<file path="src/hdl/ltc_pkg.sv">
// Purpose: shared constants and types for the line interface trim control
// Assumes: 40 MHz hclk, AHB-Lite register access, 32-bit data
// Notes:   register indexes are word indexes; byte address is index times 4
package ltc_pkg;

	// register word indexes
	localparam logic [7:0] IDX_DRIVE_WIDTH = 8'h5e;
	localparam logic [7:0] IDX_OFF_TIME    = 8'h5d;
	localparam logic [7:0] IDX_TRIM_ONE    = 8'h60;
	localparam logic [7:0] IDX_TRIM_TWO    = 8'h61;
	localparam logic [7:0] IDX_RING_RESULT = 8'h62;

	// field positions
	localparam int TRIM_SYSTEM_BIT = 6;
	localparam int TRIM_SPEEDUP_BIT = 5;
	localparam int STEP_FIELD_MSB  = 4;
	localparam int STEP_COUNT      = 10;
	localparam int RING_STEP       = 4;

	// values after reset
	localparam logic [4:0] RING_RESULT_RESET = 5'h10;
	localparam logic [4:0] OFF_TIME_RESET    = 5'h00;

	// pulse width relation offset in 61.035 ns ticks
	localparam logic [7:0] DRIVE_TICK_OFFSET = 8'h04;

	// battery settle times
	localparam int CLK_PERIOD_NS   = 25;
	localparam int SETTLE_LONG_MS  = 300;
	localparam int SETTLE_SHORT_MS = 30;
	localparam int SETTLE_LONG_CYCLES =
		SETTLE_LONG_MS * (1000000 / CLK_PERIOD_NS);
	localparam int SETTLE_SHORT_CYCLES =
		SETTLE_SHORT_MS * (1000000 / CLK_PERIOD_NS);
	localparam int SETTLE_CNT_W = 24;

	typedef enum logic [1:0] {
		LTC_IDLE,
		LTC_SETTLE,
		LTC_RUN,
		LTC_WAIT
	} ltc_state_type;

	typedef struct packed {
		logic                    wr_pend;
		logic [7:0]              wr_idx;
		logic [31:0]             hrdata;
		logic                    system_trim;
		logic                    speedup;
		logic [STEP_COUNT-1:0]   steps;
		logic [4:0]              ring_result;
		logic [4:0]              off_time;
		logic [7:0]              drive_width;
		ltc_state_type           state;
		logic [SETTLE_CNT_W-1:0] settle_cnt;
		logic [3:0]              cur_step;
		logic                    done_meta;
		logic                    done_sync;
		logic                    done_prev;
		logic [4:0]              ring_meta;
		logic [4:0]              ring_sync;
	} ltc_regs_type;

endpackage : ltc_pkg

</file>
<file path="src/hdl/ltc_trim_control.sv">
// Purpose: self-trim sequencer and register file of a line interface device
// Assumes: single hclk domain; analog trim loops handshake by a done level
// Notes:   all state lives in one packed struct, registered once
// Operation
// - read-only 8-bit drive width code; pulse = (width - offtime - 4) ticks
// - writing one to bit 6 starts whole-system trim; reads one while running
// - bit 5 picks battery settle wait: 300 ms clear, 30 ms set
// - bits 4..0 of first register enable five steps; clear when done
// - bits 4 and 3 of second register enable the monitor ADC steps
// - bit 2 of second register starts audio DAC offset trim
// - bit 1 of second register starts audio ADC offset trim
// - bit 0 of second register starts longitudinal balance trim
// - ring mismatch result, 5-bit read/write, reset value 0x10
// - minimum off time equals (5-bit off-time code plus 4) ticks
`timescale 1ns/100ps

module ltc_trim_control #(
	parameter int unsigned SETTLE_LONG  = ltc_pkg::SETTLE_LONG_CYCLES,
	parameter int unsigned SETTLE_SHORT = ltc_pkg::SETTLE_SHORT_CYCLES
) (
	input  wire logic        hclk,
	input  wire logic        hresetn,
	input  wire logic        hsel,
	input  wire logic [31:0] haddr,
	input  wire logic [1:0]  htrans,
	input  wire logic        hwrite,
	input  wire logic [2:0]  hsize,
	input  wire logic [31:0] hwdata,
	input  wire logic        hready,
	output logic      [31:0] hrdata,
	output logic             hreadyout,
	output logic             hresp,
	input  wire logic [7:0]  drive_width_code,
	output logic      [7:0]  min_off_time_code,
	output logic      [7:0]  converter_drive_ticks,
	output logic      [9:0]  trim_step_active,
	output logic             trim_settling,
	input  wire logic        trim_step_done,
	input  wire logic [4:0]  ring_result_in,
	output logic      [4:0]  ring_mismatch_result
);

	ltc_pkg::ltc_regs_type r_ff;
	ltc_pkg::ltc_regs_type nxt_r;

	// highest pending step runs first, so ring gain goes before tip gain
	function automatic logic [3:0] pick_step(
		input logic [ltc_pkg::STEP_COUNT-1:0] pend
	);
		logic [3:0] sel;
		sel = 4'h0;
		for (int i = 0; i < ltc_pkg::STEP_COUNT; i++) begin
			if (pend[i]) begin
				sel = 4'(i);
			end
		end
		return sel;
	endfunction : pick_step

	function automatic logic [31:0] read_reg(
		input ltc_pkg::ltc_regs_type s,
		input logic [7:0]            idx
	);
		logic [31:0] v;
		v = 32'h0000_0000;
		case (idx)
			ltc_pkg::IDX_DRIVE_WIDTH: v[7:0] = s.drive_width;
			ltc_pkg::IDX_OFF_TIME:    v[4:0] = s.off_time;
			ltc_pkg::IDX_TRIM_ONE: begin
				v[ltc_pkg::TRIM_SYSTEM_BIT]  = s.system_trim;
				v[ltc_pkg::TRIM_SPEEDUP_BIT] = s.speedup;
				v[4:0] = s.steps[4:0];
			end
			ltc_pkg::IDX_TRIM_TWO:    v[4:0] = s.steps[9:5];
			ltc_pkg::IDX_RING_RESULT: v[4:0] = s.ring_result;
			default:                  v = 32'h0000_0000;
		endcase
		return v;
	endfunction : read_reg

	// byte address to register word index; upper address bits are ignored
	function automatic logic [7:0] reg_index(
		input logic [31:0] addr
	);
		return addr[9:2];
	endfunction : reg_index

	// step enables carried by a write; zero bits leave running steps alone
	function automatic logic [ltc_pkg::STEP_COUNT-1:0] write_steps(
		input logic [7:0]  idx,
		input logic [31:0] data
	);
		logic [ltc_pkg::STEP_COUNT-1:0] m;
		m = '0;
		case (idx)
			ltc_pkg::IDX_TRIM_ONE: begin
				m[4:0] = data[ltc_pkg::STEP_FIELD_MSB:0];
			end
			ltc_pkg::IDX_TRIM_TWO: begin
				m[9:5] = data[ltc_pkg::STEP_FIELD_MSB:0];
			end
			default: m = '0;
		endcase
		return m;
	endfunction : write_steps

	// one-hot of a step index; an index past the last step gives no bit
	function automatic logic [ltc_pkg::STEP_COUNT-1:0] step_onehot(
		input logic [3:0] idx
	);
		logic [ltc_pkg::STEP_COUNT-1:0] m;
		m = '0;
		for (int i = 0; i < ltc_pkg::STEP_COUNT; i++) begin
			m[i] = (idx == 4'(i));
		end
		return m;
	endfunction : step_onehot

	// settle counter reload; the wait lasts the reload plus one cycle
	function automatic logic [ltc_pkg::SETTLE_CNT_W-1:0] settle_load(
		input logic fast
	);
		logic [ltc_pkg::SETTLE_CNT_W-1:0] n;
		n = ltc_pkg::SETTLE_CNT_W'(SETTLE_LONG - 1);
		if (fast) begin
			n = ltc_pkg::SETTLE_CNT_W'(SETTLE_SHORT - 1);
		end
		return n;
	endfunction : settle_load

	// pulse width in converter ticks; wraps if off time plus 4 exceeds the width
	function automatic logic [7:0] drive_ticks(
		input logic [7:0] width,
		input logic [4:0] off_code
	);
		logic [7:0] t;
		t = width - {3'b000, off_code};
		t = t - ltc_pkg::DRIVE_TICK_OFFSET;
		return t;
	endfunction : drive_ticks

	// whole-system trim is over once the sequencer finds no step left
	function automatic logic system_done(
		input ltc_pkg::ltc_regs_type s
	);
		return s.system_trim && s.state == ltc_pkg::LTC_RUN &&
			s.steps == '0;
	endfunction : system_done

	logic                    addr_phase;
	logic [7:0]              wr_idx;
	logic                    done_edge;
	logic [ltc_pkg::STEP_COUNT-1:0] set_mask;
	logic [ltc_pkg::STEP_COUNT-1:0] clr_mask;
	logic                    set_system;

	assign addr_phase = hsel & htrans[1] & hready;
	assign wr_idx     = r_ff.wr_idx;

	always_comb begin
		nxt_r      = r_ff;
		set_mask   = '0;
		clr_mask   = '0;
		set_system = 1'b0;
		done_edge  = r_ff.done_sync & ~r_ff.done_prev;

		// two-stage synchronisers for the analog loop handshake
		nxt_r.done_meta = trim_step_done;
		nxt_r.done_sync = r_ff.done_meta;
		nxt_r.done_prev = r_ff.done_sync;
		nxt_r.ring_meta = ring_result_in;
		nxt_r.ring_sync = r_ff.ring_meta;
		nxt_r.drive_width = drive_width_code;

		// address phase: latch write target, prepare read data
		nxt_r.wr_pend = addr_phase & hwrite;
		if (addr_phase) begin
			nxt_r.wr_idx = reg_index(haddr);
			if (!hwrite) begin
				nxt_r.hrdata = read_reg(r_ff, reg_index(haddr));
			end
		end

		// data phase: writes of one start work, zeros cannot abort a step
		if (r_ff.wr_pend) begin
			set_mask = write_steps(wr_idx, hwdata);
			case (wr_idx)
				ltc_pkg::IDX_OFF_TIME: nxt_r.off_time = hwdata[4:0];
				ltc_pkg::IDX_TRIM_ONE: begin
					set_system = hwdata[ltc_pkg::TRIM_SYSTEM_BIT];
					nxt_r.speedup = hwdata[ltc_pkg::TRIM_SPEEDUP_BIT];
				end
				ltc_pkg::IDX_RING_RESULT:
					nxt_r.ring_result = hwdata[4:0];
				default: ;
			endcase
		end

		// sequencer
		case (r_ff.state)
			ltc_pkg::LTC_IDLE: begin
				if (set_system && !r_ff.system_trim) begin
					nxt_r.state = ltc_pkg::LTC_SETTLE;
					// the speedup bit of the starting write itself counts
					nxt_r.settle_cnt = settle_load(nxt_r.speedup);
				end else if (|r_ff.steps) begin
					nxt_r.state = ltc_pkg::LTC_RUN;
				end
			end
			ltc_pkg::LTC_SETTLE: begin
				if (r_ff.settle_cnt == '0) begin
					nxt_r.state = ltc_pkg::LTC_RUN;
				end else begin
					nxt_r.settle_cnt = r_ff.settle_cnt - 1'b1;
				end
			end
			ltc_pkg::LTC_RUN: begin
				if (|r_ff.steps) begin
					nxt_r.cur_step = pick_step(r_ff.steps);
					nxt_r.state    = ltc_pkg::LTC_WAIT;
				end else begin
					nxt_r.state = ltc_pkg::LTC_IDLE;
				end
			end
			ltc_pkg::LTC_WAIT: begin
				if (done_edge) begin
					clr_mask = step_onehot(r_ff.cur_step);
					// the loop settles its result before raising done, so
					// the synchronised word is steady when it is taken
					if (r_ff.cur_step == 4'(ltc_pkg::RING_STEP)) begin
						nxt_r.ring_result = r_ff.ring_sync;
					end
					nxt_r.state = ltc_pkg::LTC_RUN;
				end
			end
			default: nxt_r.state = ltc_pkg::LTC_IDLE;
		endcase

		// system trim enables every step; the flag drops a cycle after the last one clears
		if (set_system) begin
			nxt_r.system_trim = 1'b1;
			set_mask = '1;
		end else if (system_done(r_ff)) begin
			nxt_r.system_trim = 1'b0;
		end

		// a new enable in the cycle of completion is kept
		nxt_r.steps = (r_ff.steps & ~clr_mask) | set_mask;
	end

	always_ff @(posedge hclk or negedge hresetn) begin
		if (!hresetn) begin
			r_ff <= '{
				wr_pend:     1'b0,
				wr_idx:      8'h00,
				hrdata:      32'h0000_0000,
				system_trim: 1'b0,
				speedup:     1'b0,
				steps:       '0,
				ring_result: ltc_pkg::RING_RESULT_RESET,
				off_time:    ltc_pkg::OFF_TIME_RESET,
				drive_width: 8'h00,
				state:       ltc_pkg::LTC_IDLE,
				settle_cnt:  '0,
				cur_step:    4'h0,
				done_meta:   1'b0,
				done_sync:   1'b0,
				done_prev:   1'b0,
				ring_meta:   5'h00,
				ring_sync:   5'h00
			};
		end else begin
			r_ff <= nxt_r;
		end
	end

	// zero wait state slave: every access completes OKAY in its data phase
	assign hreadyout = 1'b1;
	assign hresp     = 1'b0;
	assign hrdata    = r_ff.hrdata;

	assign min_off_time_code    = {3'b000, r_ff.off_time};
	assign converter_drive_ticks = drive_ticks(r_ff.drive_width,
		r_ff.off_time);
	assign trim_settling = (r_ff.state == ltc_pkg::LTC_SETTLE);
	assign ring_mismatch_result = r_ff.ring_result;

	always_comb begin
		trim_step_active = 10'h000;
		if (r_ff.state == ltc_pkg::LTC_WAIT) begin
			trim_step_active = step_onehot(r_ff.cur_step);
		end
	end

endmodule : ltc_trim_control

</file>
<file path="config.mk">
export PLATFORM = sky130hd
export DESIGN_NAME = ltc_trim_control
export DESIGN_NICKNAME = d
export VERILOG_FILES = /design/src/hdl/ltc_pkg.sv /design/src/hdl/ltc_trim_control.sv
export SDC_FILE = /design/constraint.sdc
export NUM_CORES = 1
export LEC_CHECK = 0
export BUFFER_PORTS_ARGS = -buffer_cell sky130_fd_sc_hd__buf_2
export CAP_MARGIN = 20
export CORE_ASPECT_RATIO = 1.4
export CORE_MARGIN = 2
export CORE_UTILIZATION = 45
export CTS_CLUSTER_DIAMETER = 50
export DETAILED_ROUTE_END_ITERATION = 12
export GPL_TIMING_DRIVEN = 0
export PLACE_DENSITY_LB_ADDON = 0.05
export REMOVE_ABC_BUFFERS = 1
export SETUP_SLACK_MARGIN = 0.15
export SLEW_MARGIN = 0
export SYNTH_ARGS = -nofsm -noshare
export SYNTH_HDL_FRONTEND = slang
export SYNTH_SLANG_ARGS = --single-unit
</file>
<file path="constraint.sdc">
create_clock -name hclk -period 2.45 [get_ports hclk]
set_clock_uncertainty 0.2 [all_clocks]
set_input_delay 0 -clock hclk [delete_from_list [all_inputs] [get_ports hclk]]
set_output_delay 0 -clock hclk [all_outputs]
set_load 0.03 [all_outputs]
</file>
==> flow_summary.ini, run 1 <==
[synth]
yosys.area_share.simple_pct = 20.2
yosys-top-cells-count = dfrtp_1 (89), nor2_1 (49), buf_4 (47)
synth_area_leaders = dfrtp_1 (45%), buf_4 (7.1%), nor2_1 (3.7%)
synth-compound-area-share_pct = 13.2
synth_edf_count = 0
muxShareOfSynthArea_pct = 5.50
syn_inst = 519
synth-seq-cells = 90
syn_area_sq_um = 4960
yosys.area_share.adder_pct = 3.43
ys_warn_count = 0
ys_types = 67
synth_top_cell_area_share_pct = 44.9
synthMostInstantiatedCell = dfrtp_1
synth_area_leader_cell = dfrtp_1
ys_seq_area_share_pct = 45.4
synth_top_family_by_area = simple AND/OR/NAND/NOR gates
synthArstFlopShare_pct = 100
synth_ff_type = dfrtp_1
synth_xor_area_share_pct = 1.24
syn_avg_cell_area_sq_um = 9.56

[detailed_routing]
wirelength_mm = 13.4
drtAntennaViolNets = 0
first_pass_iters = 4
highest_layer = met4
wire_per_inst_microns = 17.3
vias = 4201
viasPerCell = 5.41
wl_met3_microns = 449
drt_iter0_drc = 246
wl_met2_mm = 7.52
wl_met1_mm = 5.08
drc_errors = 0

[global_route]
grt_antenna_before_repair = 0
grt_max_degree = 62
gr-total-overflow = 0
grtUsageTotal_pct = 22.9
grt_pass1_vias = 4028
grt_pass1_wl_mm = 20.8

[sta]
fmax_ghz = 0.394
slew_viol_final = 0
final-setup-viol-count = 4
post-route-min-period_ps = 2540
hold_viol = 0
layout_setup_ws_ps = -85.5
holdWs_ps = 13.1
totalNegativeSetupSlack_ps = -193
rsz0062_at_grt = true
relSlewSlack_pct = 36.1
fin_crit_sh_pct = 103
worst_slew_pin_slew_ps = 950

[clock_network]
root_buffer = clkbuf_16
clk_pin_slew_ps = 60
cts_tree = yes
cts_sinks = 90
insertion_delay_ps = 340
cts_made_buffers = 9
clock_path_buffers = 2
htree_levels = 3

[place]
postPlaceCellArea_sq_um = 5180
dp_slack_ps = -590
gp_congestion = 0.863
dp_hpwl_mm = 8.78
dpl.cell_count = 694
port_buffers = 71

[worst_setup_path]
startpoint_type = register
crit_path_end_kind = output port
path_cells = ha_1, inv_2, ha_4, inv_2, fa_2, inv_2, a21oi_2, o21bai_2, buf_4, xor2_1, buf_4
crit_required_ps = 2250
crit_slowest_cell = dfrtp_1
cp_max_fo = 3
worstSetupPathType = reg2out
slowest_delay_ps = 410
arrival_ps = 2340
timing.critical_path.mode_cell = inv_2

[floorplanning]
rows = 45
core_area_sq_um = 10800
start_util_pct = 45.9
pin_count = 154
die-width_microns = 92.8
die_height_microns = 128
dieArea_sq_um = 11900

[finish]
area_growth_pct = 31.4
layout-drive-gt1-share_pct = 32.4
final_cells = 777
fill_cells = 948
num_antenna_cells = 0
final_area_sq_um = 6520
utilization_pct = 60.3
layout.nets = 732

[run_status]
outcome = finished with violations
violations = negative setup slack

[worst_hold_path]
hp-class = in2reg

[job]
max_cap_violations = 0

[pwr]
power_density_nw_per_um2 = 696
ir_worst_vdd_v = 0.000354
p_total_mw = 4.54
p_leak_nw = 2.84
==> path summary, 6_finish.rpt <==
check	start	endpoint	slack [ps]	depth (start not counted)
hold reg to reg	nxt_r[4]$_DFF_PN0_	r_ff[4]$_DFF_PN0_	150	0
hold / removal	htrans[1]	r_ff[113]$_DFF_PN0_	10	3
min in group asynchronous	hresetn	ring_mismatch_result[4]$_DFF_PN1_	550	3
setup / recovery	min_off_time_code[0]$_DFFE_PN0P_	converter_drive_ticks[5]	-90	11
max in group asynchronous	hresetn	r_ff[27]$_DFFE_PN0P_	1180	4
setup reg to reg	r_ff[33]$_DFFE_PN0P_	r_ff[34]$_DFFE_PN0P_	-50	6
==> placed cells by master, fill, tap and decap left out, types with 4 or more instances in the layout <==
master	n
nand4_1	7
buf_2	66
nand2b_1	6
a22oi_1	5
o21ai_1	4
a21oi_2	9
mux2_2	14
inv_1	18
inv_2	7
ha_4	5
dlygate4sd3_1	32
a22o_1	5
and3_1	4
dfrtp_1	89
nor3_1	17
o21ai_0	20
a21oi_1	16
clkbuf_16	9
nand3_1	18
conb_1	29
buf_6	4
and2_1	4
buf_4	29
nor2b_1	6
nor2_1	47
ha_1	7
nor4_1	5
mux2i_1	10
nor3_2	7
nand2_1	31
==> kinds of logic (layout without fill, tap and decap cells) <==
family / Yosys count / in the layout
muxes: 25 / 25
xor gates and xnor gates: 7 / 7
DFF: 90 / 90
other: 2 / 29
adders and majority gates: 13 / 13
AOI/OAI and AO/OA: 100 / 102
buffers and inverters: 91 / 179
and+or+nand+nor: 191 / 191
==> worst max-delay path, delay by kind of cell, from the launching register on <==
family | cells | cell delay (ps)
adders and majority gates | 3 | 690
buffers and inverters | 5 | 500
DFF | 1 | 410
AOI/OAI and AO/OA | 2 | 230
xor gates and xnor gates | 1 | 160
==> power breakdown <==
group / leakage (nW) / internal [mW] / switching (mW)
logic: 1.65 / 0.434 / 0.734
clock network: 0.149 / 0.815 / 0.579
registers: 1.04 / 1.71 / 0.270
==> routing by layer <==
metal	vias up	global-route usage, %
li1	2009	-
met1	2053	24.3
met2	115	43.3
met3	24	4.17
met4	0	10.5
met5	-	0
==> what timing repair did <==
action,CTS,global route
hold buffers,33,0
setup endpoints to repair,31,36
resized for setup,70,24
pin swaps,36,19
hold endpoints to repair,145,0
setup buffers,24,7
gates cloned,3,0
==> sequential cells by signal, summed over array words and instances (netlist names) <==
register              count
wr_idx                    8
r_ff                     57
hrdata                    8
ring_mismatch_result      5
min_off_time_code         5
nxt_r                     7
==> final cells by class <==
| cell class | instances | area [sq um] | area share, % |
|---|---|---|---|
| timing repair buffer | 137 | 1040 | 15.9 |
| clock buffer | 11 | 243 | 3.72 |
| inverter | 26 | 101 | 1.55 |
| tap | 141 | 176 | 2.70 |
| multi-input combinational | 367 | 2660 | 40.7 |
| sequential | 90 | 2250 | 34.5 |
| clock inverter | 5 | 53.8 | 0.825 |
Note: power is estimated with default switching activity, not from simulation.
==> run 2, diff against run 1 <==
--- a/config.mk
+++ b/config.mk
@@ -15,7 +15,7 @@
 export GPL_TIMING_DRIVEN = 0
 export PLACE_DENSITY_LB_ADDON = 0.05
 export REMOVE_ABC_BUFFERS = 1
-export SETUP_SLACK_MARGIN = 0.15
+export SETUP_SLACK_MARGIN = 0.2
 export SLEW_MARGIN = 0
 export SYNTH_ARGS = -nofsm -noshare
 export SYNTH_HDL_FRONTEND = slang
==> run 2 against run 1 <==
Compared with the run above:
- highest routed layer unchanged
- clock power about the same
- the run still ends with negative setup slack left
- first-iteration DRC count decreased by 4.9%
- critical path depth unchanged
==> flow_summary.ini, run 2 (synthesis gave the netlist of run 1 again) <==
[finish]
area_growth_pct = 33.8
utilization_pct = 61.4
layout.nets = 741
final_common_cell = dfrtp_1
final_cells = 786
layout_common_cells = dfrtp_1 (87), buf_2 (65), nor2_1 (47)
layout-drive-gt1-share_pct = 34.7
largest_register_ffs = 57
max_flop_register = r_ff
num_antenna_cells = 0

[sta]
fmax_ghz = 0.394
relSlewSlack_pct = 35.3
rsz0062_at_grt = true
totalNegativeSetupSlack_ps = -146
worst_slew_pin_slew_ps = 961
fin_crit_sh_pct = 103
post-route-min-period_ps = 2540
layout_setup_ws_ps = -85.7
slew_viol_final = 0
final-setup-viol-count = 3
hold_viol = 0

[run_status]
outcome = finished with violations
violations = negative setup slack

[detailed_routing]
wl_met2_mm = 7.72
first_pass_iters = 4
highest_layer = met4
drc_errors = 0
viasPerCell = 5.44
wl_met3_microns = 438
vias = 4273
drt_iter0_drc = 234
wirelength_mm = 13.8
wl_met1_mm = 5.30
drtAntennaViolNets = 0
wire_per_inst_microns = 17.6

[floorplanning]
die_height_microns = 128
core_area_sq_um = 10800
start_util_pct = 45.9
rows = 45
dieArea_sq_um = 11900
pin_count = 154
die-width_microns = 92.8

[worst_setup_path]
arrival_ps = 2340
ff2ff_path_depth = 5
cp_max_fo = 3
startpoint_type = register
crit_required_ps = 2250
worstSetupPathType = reg2out
crit_path_end_kind = output port

[worst_hold_path]
whs_path_depth = 3
hp-class = in2reg

[pwr]
p_total_mw = 4.55
p_leak_nw = 2.90
power_density_nw_per_um2 = 685
ir_worst_vdd_v = 0.000355

[clock_network]
htree_levels = 3
insertion_delay_ps = 340
clock_path_buffers = 2
clk_pin_slew_ps = 60
cts_sinks = 90
cts_tree = yes
cts_made_buffers = 9
root_buffer = clkbuf_16

[global_route]
grt_max_degree = 62
grt_pass1_wl_mm = 20.9
grt_pass1_vias = 4064
gr-total-overflow = 0
grt_antenna_before_repair = 0
grtUsageTotal_pct = 23.0

[place]
port_buffers = 71
dpl.cell_count = 694
gp_congestion = 0.863
dp_hpwl_mm = 8.78

[job]
max_cap_violations = 0
run 2: cell count changes in the layout (fill, tap and decap cells not counted), sizes merged:
cell / change
buf: +9
run 2: worst paths after layout:
path	startpoint	endpoint	slack [ps]
worst min-delay path	htrans[1]	r_ff[113]$_DFF_PN0_	10
worst max register to register	r_ff[33]$_DFFE_PN0P_	r_ff[27]$_DFFE_PN0P_	-30
worst min register to register	nxt_r[4]$_DFF_PN0_	r_ff[4]$_DFF_PN0_	150
min in group asynchronous	hresetn	nxt_r[11]$_DFF_PN0_	550
worst max-delay path	min_off_time_code[0]$_DFFE_PN0P_	converter_drive_ticks[5]	-90
max in group asynchronous	hresetn	r_ff[42]$_DFFE_PN0P_	1160
run 2: area by class of cell:
class | count | area (sq um)
clock buffer | 11 | 243
sequential | 90 | 2260
inverter | 26 | 101
multi-input combinational | 367 | 2710
timing repair buffer | 146 | 1100
tap | 141 | 176
fill | 935 | 4170
clock inverter | 5 | 53.8
run 2: worst max-delay path: stages (launching register included):
cell and delay, ps:
dfrtp_1 400, ha_1 210, inv_2 70, ha_4 140, inv_2 40, fa_2 340
inv_2 60, a21oi_2 50, o21bai_2 180, buf_4 140, xor2_1 160, buf_4 190
run 2: metrics by stage:
stage	cell area [sq um]	setup WS (ps)	hold slack (ps)
final	6640	-85.7	11.4
after global routing	6640	-175	59.0
after CTS	6390	-80.6	17.4
after detailed placement	5180	-590	-243
after global placement	5150	-564	-92.1
after floorplan	4620	-338	-496
run 2: where the power goes:
group | internal [mW] | leakage (nW) | switching, mW | total [mW]
clock network | 0.815 | 0.149 | 0.579 | 1.39
logic | 0.440 | 1.71 | 0.733 | 1.17
registers | 1.71 | 1.04 | 0.275 | 1.98
total | 2.96 | 2.90 | 1.59 | 4.55
run 2: what timing repair did:
action	in CTS	in global routing
pin swaps	45	18
cloned	3	0
hold buffers	33	0
endpoints found under the hold margin	145	0
resized for setup	82	27
endpoints found under the setup margin	32	36
setup buffers	26	14
run 2: metal layers:
layer	track usage (%)	up-vias
met5	0	-
met4	10.6	0
met3	4.12	25
met2	43.4	110
met1	24.6	2116
li1	-	2022
==> run 3, diff against run 2 <==
--- a/config.mk
+++ b/config.mk
@@ -14,7 +14,6 @@
 export DETAILED_ROUTE_END_ITERATION = 12
 export GPL_TIMING_DRIVEN = 0
 export PLACE_DENSITY_LB_ADDON = 0.05
-export REMOVE_ABC_BUFFERS = 1
 export SETUP_SLACK_MARGIN = 0.2
 export SLEW_MARGIN = 0
 export SYNTH_ARGS = -nofsm -noshare
==> run 3 against run 2 <==
Compared with the run above:
- the flow still finishes with violations (negative setup slack)
- clock power fell by 6%
- core utilization is 1.1 points higher
- worst setup slack got worse by 110 ps
- non-clock buffer count up 50
- highest routed layer unchanged
==> flow_summary.ini, run 3 (synthesis gave the netlist of run 1 again) <==
[run_status]
outcome = finished with violations
violations = negative setup slack

[worst_setup_path]
cp_num_buf_inv = 3
crit_required_ps = 2480
crit_slowest_cell = or4_4
timing.critical_path.mode_cell = buf_6
startpoint_type = register
crit_path_end_kind = register
path_delay_family = simple AND/OR/NAND/NOR gates
worstSetupPathType = reg2reg
slowest_delay_ps = 530
arrival_ps = 2670
cp_max_fo = 6
path_cells = or4_4, buf_6, or2_1, buf_6, o31a_1, buf_6, mux2_4, a221o_1

[sta]
fin_crit_sh_pct = 108
final-setup-viol-count = 27
layout_setup_ws_ps = -192
post-route-min-period_ps = 2640
fmax_ghz = 0.379
worst_slew_pin_slew_ps = 1060
relSlewSlack_pct = 28.9
hold_viol = 0
rsz0062_at_grt = true
slew_viol_final = 0

[pwr]
pwr-share-seq_pct = 42.0
intPower_mw = 3.01
ir_worst_vdd_v = 0.000361
switching_power_mw = 1.60
power_density_nw_per_um2 = 683
p_leak_nw = 3.07
power_frac_clock_pct = 28.2
swShare_pct = 34.8
comb_power_share_pct = 29.7

[finish]
regArea_sq_um = 2250
final_area_sq_um = 6750
layout.nets = 789
num_antenna_cells = 0
final_common_cell = dfrtp_1
final_cells = 834
layout-drive-gt1-share_pct = 34.5
layout_common_cells = dfrtp_1 (88), buf_4 (74), buf_2 (65)
multi_input_area_sq_um = 2510
area_growth_pct = 36.0
largest_register_ffs = 57
max_flop_register = r_ff
fill_cells = 928

[clock_network]
clock_path_buffers = 2
root_buffer = clkbuf_16
insertion_delay_ps = 340
cts_sinks = 90
htree_levels = 3
cts_made_buffers = 9
cts_tree = yes
clk_pin_slew_ps = 60

[place]
gp_congestion = 0.837
dpl.cell_count = 758
port_buffers = 70
dp_hpwl_mm = 9.39
postPlaceCellArea_sq_um = 5700

[floorplanning]
rows = 45
die-width_microns = 92.8
start_util_pct = 45.9
die_height_microns = 128
pin_count = 154
core_area_sq_um = 10800
dieArea_sq_um = 11900

[global_route]
grt_use_met3_pct = 3.53
grt.busiest_layer = met2
grtUsageMet2_pct = 43.9
gr-total-overflow = 0
grt_max_degree = 66
use_met1_pct = 23.3
grt_pass1_vias = 4412
grtUsageTotal_pct = 22.9
grt_antenna_before_repair = 0
grt_pass1_wl_mm = 21.3

[detailed_routing]
viasPerCell = 5.24
drc_errors = 0
vias = 4372
wire_per_inst_microns = 16.1
wirelength_mm = 13.4
drtAntennaViolNets = 0
first_pass_iters = 4
drt_iter0_drc = 261

[job]
max_cap_violations = 0

[worst_hold_path]
hp-class = in2async
## run 3: final cells by class
type	instances	area share, %
multi-input combinational	365	37.2
sequential	90	33.4
timing repair buffer	131	14.2
buffer	65	6.89
clock buffer	12	3.80
tap	141	2.61
inverter	26	1.45
clock inverter	4	0.389
## run 3: power groups by stage
stage	clock [mW]	combinational (mW)	sequential [mW]
finish	1.30	1.37	1.94
global route	1.40	1.49	1.96
CTS	1.33	1.34	1.93
detailed placement	0	1.24	1.96
global placement	0	1.21	1.95
floorplan	0	0.934	1.87
## run 3: per-layer routing
metal | vias to the layer above | routed length (microns)
met2 | 114 | 7440
met1 | 2114 | 5020
li1 | 2107 | -
met5 | - | 0
met4 | 0 | 534
met3 | 37 | 422
## run 3: what timing repair did
action                                  in CTS  in global routing
endpoints found under the hold margin      144                  0
gates resized for setup                     38                 19
setup buffers                               23                  4
endpoints found under the setup margin      42                 46
pin swaps                                   24                 18
hold buffers                                32                  0
## run 3: worst paths after layout
| path | start | end | slack, ps | cells past startpoint |
|---|---|---|---|---|
| min | hresetn | nxt_r[0]$_DFF_PN0_ | 30 | 3 |
| min reg2reg | nxt_r[0]$_DFF_PN0_ | r_ff[0]$_DFF_PN0_ | 150 | 0 |
| max | r_ff[33]$_DFFE_PN0P_ | r_ff[27]$_DFFE_PN0P_ | -190 | 8 |
| max reg2reg | r_ff[33]$_DFFE_PN0P_ | r_ff[27]$_DFFE_PN0P_ | -190 | 8 |
| min in group hclk | haddr[2] | wr_idx[0]$_DFFE_PN0P_ | 40 | 2 |
| max in group asynchronous | hresetn | min_off_time_code[2]$_DFFE_PN0P_ | 1170 | 4 |
## run 3: worst reg2reg max path, stage by stage, from the launching register on
cell and delay, ps:
dfrtp_1 380, or4_4 530, buf_6 130, or2_1 210
buf_6 130, o31a_1 240, buf_6 130, mux2_4 290
a221o_1 280
## run 3: per-stage QoR
step | worst slack, ps | power (mW) | util (%) | hold slack [ps] | setup TNS [ps]
6_report | -192 | 4.61 | 62.5 | 29.1 | -2530
5_1_grt | -256 | 4.85 | 62.5 | 45.5 | -4360
4_1_cts | -190 | 4.61 | 61.4 | 22.9 | -2100
3_5_place_dp | -430 | 3.20 | 52.7 | -262 | -4750
3_3_place_gp | -414 | 3.16 | 52.4 | -91.0 | -4320
2_1_floorplan | -163 | 2.80 | - | -496 | -1050
